<file path="src/hw/occ_defines.svh">
`ifndef OCC_DEFINES_SVH
`define OCC_DEFINES_SVH

// ----------------------------------------------------------------
// Register indices (byte address is four times the index)
// ----------------------------------------------------------------
`define OCC_IDX_PWDN 8'h1E
`define OCC_IDX_CH0 8'h1F
`define OCC_IDX_CH1 8'h20
`define OCC_IDX_DIV 8'h21
`define OCC_IDX_STAT 8'h22

// ----------------------------------------------------------------
// Field positions
// ----------------------------------------------------------------
`define OCC_MUX_BIT 7
`define OCC_FMT_HI 6
`define OCC_FMT_LO 5
`define OCC_M1_HI 4
`define OCC_M1_LO 3
`define OCC_M2_HI 2
`define OCC_M2_LO 1
`define OCC_PWDN_BIT 0
`define OCC_STAT_LEVEL_BIT 0
`define OCC_STAT_PWDN_BIT 1
`define OCC_STAT_CH0_BIT 2
`define OCC_STAT_CH1_BIT 3
`define OCC_STAT_SRC_BIT 4

// ----------------------------------------------------------------
// Reset values
// ----------------------------------------------------------------
`define OCC_MUX_RST 1'b1
`define OCC_FMT_RST 2'h1
`define OCC_M1_RST 2'h2
`define OCC_M2_RST 2'h0
`define OCC_DIV_RST 8'h01
`define OCC_PWDN_RST 1'b0

`endif

</file>
<file path="src/hw/occ_pkg.sv">
package occ_pkg;

    // ------------------------------------------------------------
    // Driver encodings
    // ------------------------------------------------------------
    typedef enum logic [1:0] {
        OCC_FMT_OFF,
        OCC_FMT_ACDIFF,
        OCC_FMT_HCSL,
        OCC_FMT_CMOS
    } occ_format_type;

    typedef enum logic [1:0] {
        OCC_SE_TRI,
        OCC_SE_LOW,
        OCC_SE_INV,
        OCC_SE_NONINV
    } occ_semode_type;

    typedef enum logic [1:0] {
        OCC_TAIL_4MA,
        OCC_TAIL_6MA,
        OCC_TAIL_8MA,
        OCC_TAIL_16MA
    } occ_tail_type;

    typedef enum logic [1:0] {
        OCC_LOAD_TRI,
        OCC_LOAD_50,
        OCC_LOAD_100,
        OCC_LOAD_200
    } occ_load_type;

    // ------------------------------------------------------------
    // State records
    // ------------------------------------------------------------
    typedef struct packed {
        occ_format_type format;
        logic [1:0] modeOne;
        logic [1:0] modeTwo;
    } occ_chan_type;

    typedef struct packed {
        logic trueOut;
        logic trueOe;
        logic compOut;
        logic compOe;
        occ_tail_type tail;
        occ_load_type load;
        logic active;
    } occ_pins_type;

    typedef struct packed {
        logic [7:0] count;
        logic level;
        logic tick;
    } occ_div_type;

    typedef struct packed {
        logic pairSourceSelect;
        occ_chan_type ch0;
        occ_chan_type ch1;
        logic [7:0] divRatio;
        logic pairPowerDown;
        logic pready;
        logic pslverr;
        logic [31:0] prdata;
        occ_pins_type pins0;
        occ_pins_type pins1;
    } occ_state_type;

endpackage

</file>
<file path="src/hw/occ_divider.sv">
`timescale 1ns/1ps

module occ_divider #(
    parameter int WIDTH = 8
) (
    input wire logic clk_sys,
    input wire logic rst_n,
    input wire logic enable,
    input wire logic tickIn,
    input wire logic [WIDTH-1:0] ratio,
    output logic divLevel,
    output logic divTick
);
    import occ_pkg::*;

    occ_div_type state_reg;
    occ_div_type state_next;
    logic [WIDTH:0] halfCount;

    // ------------------------------------------------------------
    // Counter: ratio plus one source ticks per output period
    // ------------------------------------------------------------
    always_comb begin
        state_next = state_reg;
        halfCount = ({1'b0, ratio} + (WIDTH+1)'(2)) >> 1;
        state_next.tick = 1'b0;
        if (!enable) begin
            // Power-down parks the counter so restart is phase clean
            state_next.count = '0;
            state_next.level = 1'b0;
        end else if (ratio == '0) begin
            // Divide by one: no room to shape, the tick is the clock
            state_next.count = '0;
            state_next.level = tickIn;
            state_next.tick = tickIn;
        end else if (tickIn) begin
            if (state_reg.count >= ratio) begin
                state_next.count = '0;
                state_next.tick = 1'b1;
            end else begin
                state_next.count = state_reg.count + WIDTH'(1);
            end
            state_next.level = {1'b0, state_next.count} < halfCount;
        end
    end

    always_ff @(posedge clk_sys) begin
        if (!rst_n) begin
            state_reg <= '0;
        end else begin
            state_reg <= state_next;
        end
    end

    assign divLevel = state_reg.level;
    assign divTick = state_reg.tick;

endmodule

</file>
<file path="src/hw/occ_driver.sv">
`timescale 1ns/1ps

module occ_driver (
    input occ_pkg::occ_chan_type config_i,
    input wire logic clkLevel,
    output occ_pkg::occ_pins_type pins
);
    import occ_pkg::*;

    // ------------------------------------------------------------
    // Single-ended pin: {enable, level}
    // ------------------------------------------------------------
    function automatic logic [1:0] seDrive(input logic [1:0] mode,
                                           input logic clk);
        logic [1:0] res;
        res = 2'h0;
        case (occ_semode_type'(mode))
            OCC_SE_TRI: res = 2'h0;
            OCC_SE_LOW: res = 2'h2;
            OCC_SE_INV: res = {1'b1, ~clk};
            OCC_SE_NONINV: res = {1'b1, clk};
            default: res = 2'h0;
        endcase
        return res;
    endfunction

    logic [1:0] trueSe;
    logic [1:0] compSe;

    always_comb begin
        trueSe = seDrive(config_i.modeOne, clkLevel);
        compSe = seDrive(config_i.modeTwo, clkLevel);
        pins = '0;
        pins.tail = OCC_TAIL_4MA;
        pins.load = OCC_LOAD_TRI;
        case (config_i.format)
            OCC_FMT_OFF: begin
                pins = '0;
            end
            OCC_FMT_ACDIFF: begin
                pins.trueOut = clkLevel;
                pins.trueOe = 1'b1;
                pins.compOut = ~clkLevel;
                pins.compOe = 1'b1;
                pins.tail = occ_tail_type'(config_i.modeOne);
                pins.active = 1'b1;
            end
            OCC_FMT_HCSL: begin
                pins.trueOut = clkLevel;
                pins.trueOe = 1'b1;
                pins.compOut = ~clkLevel;
                pins.compOe = 1'b1;
                pins.tail = occ_tail_type'(config_i.modeOne);
                pins.load = occ_load_type'(config_i.modeTwo);
                pins.active = 1'b1;
            end
            OCC_FMT_CMOS: begin
                pins.trueOe = trueSe[1];
                pins.trueOut = trueSe[0];
                pins.compOe = compSe[1];
                pins.compOut = compSe[0];
                pins.active = trueSe[1] | compSe[1];
            end
            default: pins = '0;
        endcase
    end

endmodule

</file>
<file path="src/hw/occ_top.sv">
// Functional notes
// - Mux bit 0 feeds both channels from synth one, 1 from two; resets 1.
// - Channel 0 format: off, AC differential, HCSL, LVCMOS; resets to 1.
// - Channel 1 has its own format field, bits 6:5, same codes, reset 1.
// - Mode-one in LVCMOS drives true pin: tri, low, inverted, true; reset 2.
// - Mode-one in differential picks tail current 4, 6, 8, 16/8 mA.
// - Mode-two drives complement pin in LVCMOS, HCSL load in HCSL only; reset 0.
// - Channel 1 has own mode-one and mode-two, resets 2 and 0.
// - One shared 8-bit divider divides by stored value plus one.
// - Divider register resets to 0x01, dividing by two.
// - Power-down stops the divider only, not the mux; drivers stop only with format 0 or with both LVCMOS pins tri.
`timescale 1ns/1ps
`include "occ_defines.svh"

module occ_top #(
    parameter int ADDR_WIDTH = 12,
    parameter int DIV_WIDTH = 8
) (
    input wire logic clk_sys,
    input wire logic rst_n,
    input wire logic psel,
    input wire logic penable,
    input wire logic pwrite,
    input wire logic [ADDR_WIDTH-1:0] paddr,
    input wire logic [31:0] pwdata,
    output logic pready,
    output logic [31:0] prdata,
    output logic pslverr,
    input wire logic synthTickOne,
    input wire logic synthTickTwo,
    output logic pairDivTick,
    output logic ch0TrueOut,
    output logic ch0TrueOe,
    output logic ch0CompOut,
    output logic ch0CompOe,
    output occ_pkg::occ_tail_type ch0TailSel,
    output occ_pkg::occ_load_type ch0LoadSel,
    output logic ch1TrueOut,
    output logic ch1TrueOe,
    output logic ch1CompOut,
    output logic ch1CompOe,
    output occ_pkg::occ_tail_type ch1TailSel,
    output occ_pkg::occ_load_type ch1LoadSel
);
    import occ_pkg::*;

    // ------------------------------------------------------------
    // Helpers
    // ------------------------------------------------------------
    function automatic logic regHit(input logic [ADDR_WIDTH-1:0] addr,
                                    input logic [7:0] idx);
        logic [ADDR_WIDTH-1:0] byteAddr;
        byteAddr = ADDR_WIDTH'({idx, 2'b00});
        return addr == byteAddr;
    endfunction

    function automatic logic [7:0] packChan(input occ_chan_type ch,
                                            input logic muxBit);
        logic [7:0] word;
        word = 8'h00;
        word[`OCC_MUX_BIT] = muxBit;
        word[`OCC_FMT_HI:`OCC_FMT_LO] = ch.format;
        word[`OCC_M1_HI:`OCC_M1_LO] = ch.modeOne;
        word[`OCC_M2_HI:`OCC_M2_LO] = ch.modeTwo;
        return word;
    endfunction

    function automatic occ_chan_type unpackChan(input logic [31:0] data);
        occ_chan_type ch;
        ch.format = occ_format_type'(data[`OCC_FMT_HI:`OCC_FMT_LO]);
        ch.modeOne = data[`OCC_M1_HI:`OCC_M1_LO];
        ch.modeTwo = data[`OCC_M2_HI:`OCC_M2_LO];
        return ch;
    endfunction

    // ------------------------------------------------------------
    // State and submodule wiring
    // ------------------------------------------------------------
    occ_state_type state_reg;
    occ_state_type state_next;
    logic srcTick;
    logic divEnable;
    logic divLevel;
    logic divTick;
    logic accessCycle;
    logic commitCycle;
    occ_pins_type drivePins0;
    occ_pins_type drivePins1;
    logic [7:0] statusWord;

    // ------------------------------------------------------------
    // Source mux and shared divider
    // ------------------------------------------------------------
    always_comb begin
        if (state_reg.pairSourceSelect) begin
            srcTick = synthTickTwo;
        end else begin
            srcTick = synthTickOne;
        end
        // Pair power-down disables the divider; the mux keeps passing ticks
        divEnable = ~state_reg.pairPowerDown;
    end

    occ_divider #(
        .WIDTH(DIV_WIDTH)
    ) u_divider (
        .clk_sys(clk_sys),
        .rst_n(rst_n),
        .enable(divEnable),
        .tickIn(srcTick),
        .ratio(state_reg.divRatio),
        .divLevel(divLevel),
        .divTick(divTick)
    );

    // ------------------------------------------------------------
    // Per-channel driver decode
    // ------------------------------------------------------------
    occ_driver u_driver0 (
        .config_i(state_reg.ch0),
        .clkLevel(divLevel),
        .pins(drivePins0)
    );

    occ_driver u_driver1 (
        .config_i(state_reg.ch1),
        .clkLevel(divLevel),
        .pins(drivePins1)
    );

    // ------------------------------------------------------------
    // Status word
    // ------------------------------------------------------------
    always_comb begin
        statusWord = 8'h00;
        statusWord[`OCC_STAT_LEVEL_BIT] = divLevel;
        statusWord[`OCC_STAT_PWDN_BIT] = state_reg.pairPowerDown;
        statusWord[`OCC_STAT_CH0_BIT] = state_reg.pins0.active;
        statusWord[`OCC_STAT_CH1_BIT] = state_reg.pins1.active;
        statusWord[`OCC_STAT_SRC_BIT] = state_reg.pairSourceSelect;
    end

    // ------------------------------------------------------------
    // APB slave and register file
    // ------------------------------------------------------------
    // One wait state: data and error are registered in the first
    // access cycle, so every output stays a flop.
    always_comb begin
        state_next = state_reg;
        accessCycle = psel && penable && !state_reg.pready;
        commitCycle = psel && penable && state_reg.pready;
        state_next.pready = 1'b0;
        state_next.pslverr = 1'b0;
        if (accessCycle) begin
            state_next.pready = 1'b1;
            state_next.prdata = 32'h0000_0000;
            if (regHit(paddr, `OCC_IDX_PWDN)) begin
                state_next.prdata[`OCC_PWDN_BIT] =
                    state_reg.pairPowerDown;
            end else if (regHit(paddr, `OCC_IDX_CH0)) begin
                state_next.prdata[7:0] =
                    packChan(state_reg.ch0, state_reg.pairSourceSelect);
            end else if (regHit(paddr, `OCC_IDX_CH1)) begin
                // Bit 7 of channel 1 is reserved
                state_next.prdata[7:0] =
                    packChan(state_reg.ch1, 1'b0);
            end else if (regHit(paddr, `OCC_IDX_DIV)) begin
                state_next.prdata[7:0] = state_reg.divRatio;
            end else if (regHit(paddr, `OCC_IDX_STAT)) begin
                state_next.prdata[7:0] = statusWord;
            end else begin
                state_next.pslverr = 1'b1;
            end
        end
        if (commitCycle && pwrite) begin
            if (regHit(paddr, `OCC_IDX_PWDN)) begin
                state_next.pairPowerDown = pwdata[`OCC_PWDN_BIT];
            end else if (regHit(paddr, `OCC_IDX_CH0)) begin
                state_next.pairSourceSelect = pwdata[`OCC_MUX_BIT];
                state_next.ch0 = unpackChan(pwdata);
            end else if (regHit(paddr, `OCC_IDX_CH1)) begin
                state_next.ch1 = unpackChan(pwdata);
            end else if (regHit(paddr, `OCC_IDX_DIV)) begin
                state_next.divRatio = pwdata[7:0];
            end
        end
        // Pins follow the driver decode one cycle later
        state_next.pins0 = drivePins0;
        state_next.pins1 = drivePins1;
    end

    always_ff @(posedge clk_sys) begin
        if (!rst_n) begin
            state_reg <= '0;
            state_reg.pairSourceSelect <= `OCC_MUX_RST;
            state_reg.ch0.format <= occ_format_type'(`OCC_FMT_RST);
            state_reg.ch0.modeOne <= `OCC_M1_RST;
            state_reg.ch0.modeTwo <= `OCC_M2_RST;
            state_reg.ch1.format <= occ_format_type'(`OCC_FMT_RST);
            state_reg.ch1.modeOne <= `OCC_M1_RST;
            state_reg.ch1.modeTwo <= `OCC_M2_RST;
            state_reg.divRatio <= `OCC_DIV_RST;
            state_reg.pairPowerDown <= `OCC_PWDN_RST;
            state_reg.pins0.tail <= OCC_TAIL_4MA;
            state_reg.pins1.tail <= OCC_TAIL_4MA;
        end else begin
            state_reg <= state_next;
        end
    end

    // ------------------------------------------------------------
    // Outputs
    // ------------------------------------------------------------
    assign pready = state_reg.pready;
    assign prdata = state_reg.prdata;
    assign pslverr = state_reg.pslverr;
    assign pairDivTick = divTick;
    assign ch0TrueOut = state_reg.pins0.trueOut;
    assign ch0TrueOe = state_reg.pins0.trueOe;
    assign ch0CompOut = state_reg.pins0.compOut;
    assign ch0CompOe = state_reg.pins0.compOe;
    assign ch0TailSel = state_reg.pins0.tail;
    assign ch0LoadSel = state_reg.pins0.load;
    assign ch1TrueOut = state_reg.pins1.trueOut;
    assign ch1TrueOe = state_reg.pins1.trueOe;
    assign ch1CompOut = state_reg.pins1.compOut;
    assign ch1CompOe = state_reg.pins1.compOe;
    assign ch1TailSel = state_reg.pins1.tail;
    assign ch1LoadSel = state_reg.pins1.load;

endmodule

</file>
<file path="config.mk">
export PLATFORM = sky130hd
export DESIGN_NAME = occ_top
export DESIGN_NICKNAME = d
export VERILOG_FILES = /design/src/hw/occ_pkg.sv /design/src/hw/occ_divider.sv /design/src/hw/occ_driver.sv /design/src/hw/occ_top.sv
export VERILOG_INCLUDE_DIRS = /design/src /design/src/hw
export SDC_FILE = /design/constraint.sdc
export NUM_CORES = 1
export LEC_CHECK = 0
export ABC_CLOCK_PERIOD_IN_PS = 5600
export BUFFER_PORTS_ARGS = -buffer_cell sky130_fd_sc_hd__buf_2
export CORE_AREA = 2 2 91 84
export CTS_CLUSTER_DIAMETER = 40
export DETAILED_ROUTE_END_ITERATION = 6
export DIE_AREA = 0 0 93 86
export PLACE_DENSITY = 0.77
export SLEW_MARGIN = 10
export SYNTH_ARGS = -nofsm -noshare
export SYNTH_HDL_FRONTEND = slang
export SYNTH_SLANG_ARGS = --single-unit
export TNS_END_PERCENT = 50
</file>
<file path="constraint.sdc">
create_clock -name clk_sys -period 5.6 [get_ports clk_sys]
set_input_delay 0 -clock clk_sys [delete_from_list [all_inputs] [get_ports clk_sys]]
set_output_delay 0 -clock clk_sys [all_outputs]
set_load 0.005 [all_outputs]
</file>
# Yosys cells after proc, flatten, opt, wreduce, memory -nomap -nowiden
# Index checks and enable logic that the tools add are counted.
dict set report totals {
  ff_bits 60
  output_inout_bits 51
  word_cells 118
}
dict set report classes {
  addsub 2
  order_cmp 2
  n_eq_ne 23
  mux 28
  bitwise_logic 8
  reduce_logical 26
}
# op n
set op_table {}
lappend op_table {{8-bit 2-to-1 mux} 7}
lappend op_table {{12-bit by 8-bit equality test with 1-bit output, second input constant} 3}
lappend op_table {{34-bit 2-to-1 mux} 1}
lappend op_table {{2-bit one-hot mux with 4 select lines} 4}
lappend op_table {{12-bit by 7-bit equality test with 1-bit output, second input constant} 2}
lappend op_table {{2-bit equality test, second input constant} 12}
lappend op_table {{4-bit one-hot mux with 3 select lines} 2}
lappend op_table {{2-bit by 1-bit equality test with 1-bit output, second input constant} 6}
lappend op_table {{2-bit logical NOT} 6}
lappend op_table {{2-bit AND reduction} 5}
lappend op_table {{8-bit by 2-bit adder with 9-bit output, second input constant} 1}
lappend op_table {{8-bit by 1-bit adder with 8-bit output, second input constant} 1}
lappend op_table {{8-bit greater-or-equal comparator} 1}
lappend op_table {{8-bit logical NOT} 1}
lappend op_table {{8-bit < comparator} 1}
lappend op_table {{1-bit 2-to-1 mux} 8}
lappend op_table {{7-bit 2-to-1 mux} 1}
lappend op_table {{1-bit NOT} 6}
lappend op_table {{1-bit one-hot mux with 3 select lines} 2}
lappend op_table {{2-bit OR reduction} 3}
lappend op_table {{6-bit OR reduction} 1}
lappend op_table {{5-bit 2-to-1 mux} 1}
lappend op_table {{5-bit AND reduction} 1}
lappend op_table {{1-bit logical AND} 4}
lappend op_table {{7 further kinds} 9}

# Depth between registers and ports, before layout
dict set report depth {
  word_depth 8
  depth_mapped 14
  mapped_depth_nobuf 12
}

# Hierarchy
# A second synthesis with hierarchy kept.
dict set report unflattened {
  hier_cells 428
  hier_area_um2 3784.9
}
# mod instances cells_per_inst area_per_inst_um2
set modules_own_cells {}
lappend modules_own_cells {occ_top 1 249 2372.3}
lappend modules_own_cells {occ_divider 1 125 1017.2}
lappend modules_own_cells {occ_driver 2 27 197.7}

# Worst setup path after synthesis
# Ideal clock, no wire load.
dict set report synth_timing {
  path_kind {reg2reg}
  start {register state_reg[59] (netlist name)}
  end {register u_divider.state_reg (netlist bit u_divider.divLevel)}
  arrival_time_ns 2.690
  required_ns 5.462
  path_slack_ns 2.772
  stages_incl_launch_ff 14
  period_less_slack_ns 2.828
  path_cell_list {dfxtp_1 -> clkbuf_1 -> inv_1 -> ha_1 -> nand4_1 -> o31ai_1 -> clkbuf_1 -> nor2_1 -> ha_1 -> nand4_1 -> a2111oi_0 -> nand2_1 -> o211ai_1 -> a31oi_1}
}
dict set report synth_via {
  elab_chain_cells 8
  word_cells_on_any_way 11
  classes_between {add/sub (1); order compare (2); mux (6); reduce/logical (2)}
}
# item line
set synth_lines {}
lappend synth_lines {{from (decl)} occ_top.sv:79} ;# occ_state_type state_reg;
lappend synth_lines {{from (signal assigned)} occ_top.sv:207} ;# state_reg <= state_next;
lappend synth_lines {{8-bit greater-or-equal comparator} occ_divider.sv:37} ;# if (state_reg.count >= ratio) begin
lappend synth_lines {{8-bit 2-to-1 mux} occ_divider.sv:37}
lappend synth_lines {{8-bit 2-to-1 mux} occ_divider.sv:36} ;# end else if (tickIn) begin
lappend synth_lines {{8-bit 2-to-1 mux} occ_divider.sv:31} ;# end else if (ratio == '0) begin
lappend synth_lines {{8-bit 2-to-1 mux} occ_divider.sv:27} ;# if (!enable) begin
lappend synth_lines {{8-bit < comparator} occ_divider.sv:43} ;# state_next.level = {1'b0, state_next.count} < halfCount;
lappend synth_lines {{2-bit 2-to-1 mux} occ_divider.sv:36}
lappend synth_lines {{2-bit 2-to-1 mux} occ_divider.sv:31}
lappend synth_lines {{to (signal assigned)} occ_divider.sv:51} ;# state_reg <= state_next;
lappend synth_lines {{to (decl)} occ_divider.sv:16} ;# occ_div_type state_reg;
# Parallel ways exist; a longest one is shown, timed or not. The select of a mux whose other input is x is not followed.
# A chain may end at the register's enable or synchronous reset.

# Final worst setup path
dict set report layout_timing {
  start {register state_reg[58] (netlist name)}
  end {register u_divider.state_reg (netlist bit u_divider.divLevel)}
}
# Same word-level chain as after synthesis.

==> results.sh <==
export IMPL_first_pass_iters=5
export IMPL_root_buffer="clkbuf_8"
export IMPL_place_port_buffers=53
export IMPL_fillers=630
export IMPL_clock_sinks=60
export IMPL_synthTopCellsByArea="dfxtp_1 (35%), buf_4 (8.7%), ha_1 (8.3%)"
export IMPL_powerDensity_nw_per_um2=241
export IMPL_ys_seq_elements=60
export IMPL_synth_top_area_frac=0.347
export IMPL_detail_route_wl_per_cell_um=14.0
export IMPL_synth_area_leader_cell="dfxtp_1"
export IMPL_cp_start_kind="register"
export IMPL_clock_path_buffers=2
export IMPL_syn2layout_area_growth_pct=12.1
export IMPL_synth_ff_type="dfxtp_1"
export IMPL_drc=0
export IMPL_grt_pass1_wl_um=12700
export IMPL_p_leak_nw=1.68
export IMPL_fin_skew_ns=0.00498
export IMPL_place_hpwl_um=5720
export IMPL_synth_edf_count=0
export IMPL_routed_via_density=5.41
export IMPL_boundaryPins=102
export IMPL_syn_area_um2=3460
export IMPL_cts_repair_resized=0
export IMPL_cp_required_ns=5.82
export IMPL_fmax_mhz=295
export IMPL_rows=29
export IMPL_htree_levels=3
export IMPL_antenna_found_initial=0
export IMPL_numCtsBuffers=9
export IMPL_ant_nets=0
export IMPL_crit_family="compound AO/OA/AOI/OAI gates"
export IMPL_clk_latency_ns=0.35
export IMPL_slowest_stage="o31ai_1"
export IMPL_grt_pass1_vias=2727
export IMPL_crit_chain="inv_1 -> ha_1 -> nand4_1 -> o31ai_1 -> buf_4 -> nor2_1 -> ha_1 -> nand4_1 -> a2111oi_0 -> nand2_1 -> o211ai_1 -> a31oi_1"
export IMPL_peakVddDrop_mv=0.125
export IMPL_critPathBufInv=2
export IMPL_grt_overflow=0
export IMPL_min_period_ns=3.39
export IMPL_drive_above_1_share=0.171
export IMPL_syn_inst=408
export IMPL_multi_input_area_um2=1930
export IMPL_reg2reg_slack_ns=2.21
export IMPL_synth_common_cells="dfxtp_1 (60), nand2_1 (45), buf_4 (40)"
export IMPL_drv_slew=0
export IMPL_grt_start_max_net_pins=27
export IMPL_fin_nets=526
export IMPL_initial_core_util=0.497
export IMPL_gp_congestion=0.917
export IMPL_hp_class="primary input to register"
export IMPL_antenna_cells=0
export IMPL_yosysWarnings=0
export IMPL_seq_area_frac_synth=0.347
export IMPL_drtIter0Drc=180
export IMPL_cp_data_arrival_time_ns=3.61
export IMPL_regArea_um2=1200
export IMPL_grt_usage=0.204
export IMPL_setup_slack_ns=2.21
export IMPL_fin_crit_sh=0.605
export IMPL_largest_register_ffs=24
export IMPL_crit_path_end_kind="register"
export IMPL_async_reset_ff_frac=0
export IMPL_synth_distinct_cells=50
export IMPL_fin_tns_setup_ns=0
export IMPL_crit_type="register to register"
export IMPL_yosysMostFrequentCell="dfxtp_1"
export IMPL_via_count=2974
export IMPL_wl_um=7730
export IMPL_cp_slowest_stage_delay_ns=0.62
export IMPL_setup_viol=0
export IMPL_place_ws_ns=2.26
export IMPL_cts_tree="built"
export IMPL_avgSynthCellArea_um2=8.48
export IMPL_die_h_um=86
export IMPL_clk_pin_slew_ns=0.07
export IMPL_maxCapViolations=0
export IMPL_rsz0062_at_grt="false"
export IMPL_slew_headroom=0.524
export IMPL_coreArea_um2=6970
export IMPL_hold_viol_final=0
export IMPL_outcome="completed"
export IMPL_die_area_um2=8000
export IMPL_tightest_slew_ns=0.709
export IMPL_die_w_um=93
export IMPL_crit_path_max_fanout=8
layout make-up:
cell class                      instances  share of cell area
Clock inverter                          7              0.0193
Multi-Input combinational cell        301               0.498
Clock buffer                            9              0.0319
Inverter                               16              0.0155
Timing Repair Buffer                   64              0.0955
Tap cell                               93              0.0300
Sequential cell                        60               0.310
per-layer routing:
layer  vias to the layer above  wire length, µm  GRT usage
met5                         -                0          0
met4                         0              213      0.114
met3                        16              430     0.0439
met2                       103             3640      0.329
met1                      1384             3440      0.253
li1                       1471                -          -
metrics by stage:
step                      power, mW  hold slack, ns  cells  utilization  instance area, µm²
final                         0.935          0.0186    550        0.557                3880
after global routing          0.972          0.0306    550        0.557                3880
after CTS                     0.940        0.000162    550        0.557                3880
after detailed placement      0.543           0.245    525        0.515                3590
after global placement        0.540           0.246    525        0.515                3590
after floorplan               0.522           0.128    431            -                3550
kinds of logic (layout without fill, tap and decap cells):
group / after synthesis / in the layout / synth area share
buffers and inverters: 70 / 96 / 0.119
adders and majority gates: 23 / 23 / 0.0832
and+or+nand+nor: 145 / 145 / 0.222
xor gates and xnor gates: 10 / 10 / 0.0253
DFF: 60 / 60 / 0.347
other: 1 / 24 / 0.00108
muxes: 21 / 21 / 0.0607
AOI/OAI and AO/OA: 78 / 78 / 0.141
cell usage in the layout (no fill, tap or decap), types with 5 or more instances in the layout:
cell / synthesis / layout
o21ai_0: 22 / 22
mux2i_1: 21 / 21
and2_1: 6 / 6
and3_1: 12 / 12
xnor2_1: 7 / 7
ha_1: 23 / 23
buf_2: 0 / 53
nor2_1: 29 / 29
inv_1: 16 / 16
nand3_1: 19 / 19
conb_1: 1 / 24
nand2_1: 45 / 45
dlygate4sd3_1: 0 / 9
o22ai_1: 7 / 7
a21oi_1: 18 / 18
dfxtp_1: 60 / 60
clkbuf_8: 0 / 9
a22oi_1: 5 / 5
report_power, final:
part	leakage (nW)	internal [mW]	switching, mW
clock network	0.0923	0.207	0.188
registers	0.489	0.438	0.00813
logic	1.10	0.0393	0.0544
total	1.68	0.684	0.250
timing repair:
action / in CTS / in global routing
buffers inserted: 0 / 0
endpoints found under the hold margin: 22 / 0
hold buffers: 9 / 0
path summary, 6_finish.rpt:
check | from | end | depth (start not counted)
min reg2reg | state_reg[65]$_SDFFE_PN1P_ | state_reg[65]$_SDFFE_PN1P_ | 2
max reg2reg | state_reg[58]$_SDFFE_PN0P_ | u_divider.divLevel$_SDFFE_PP0P_ | 12
max | state_reg[58]$_SDFFE_PN0P_ | u_divider.divLevel$_SDFFE_PP0P_ | 12
min | rst_n | state_reg[73]$_SDFFE_PN1P_ | 2
No activity file was read; power rests on OpenSTA's default activity.
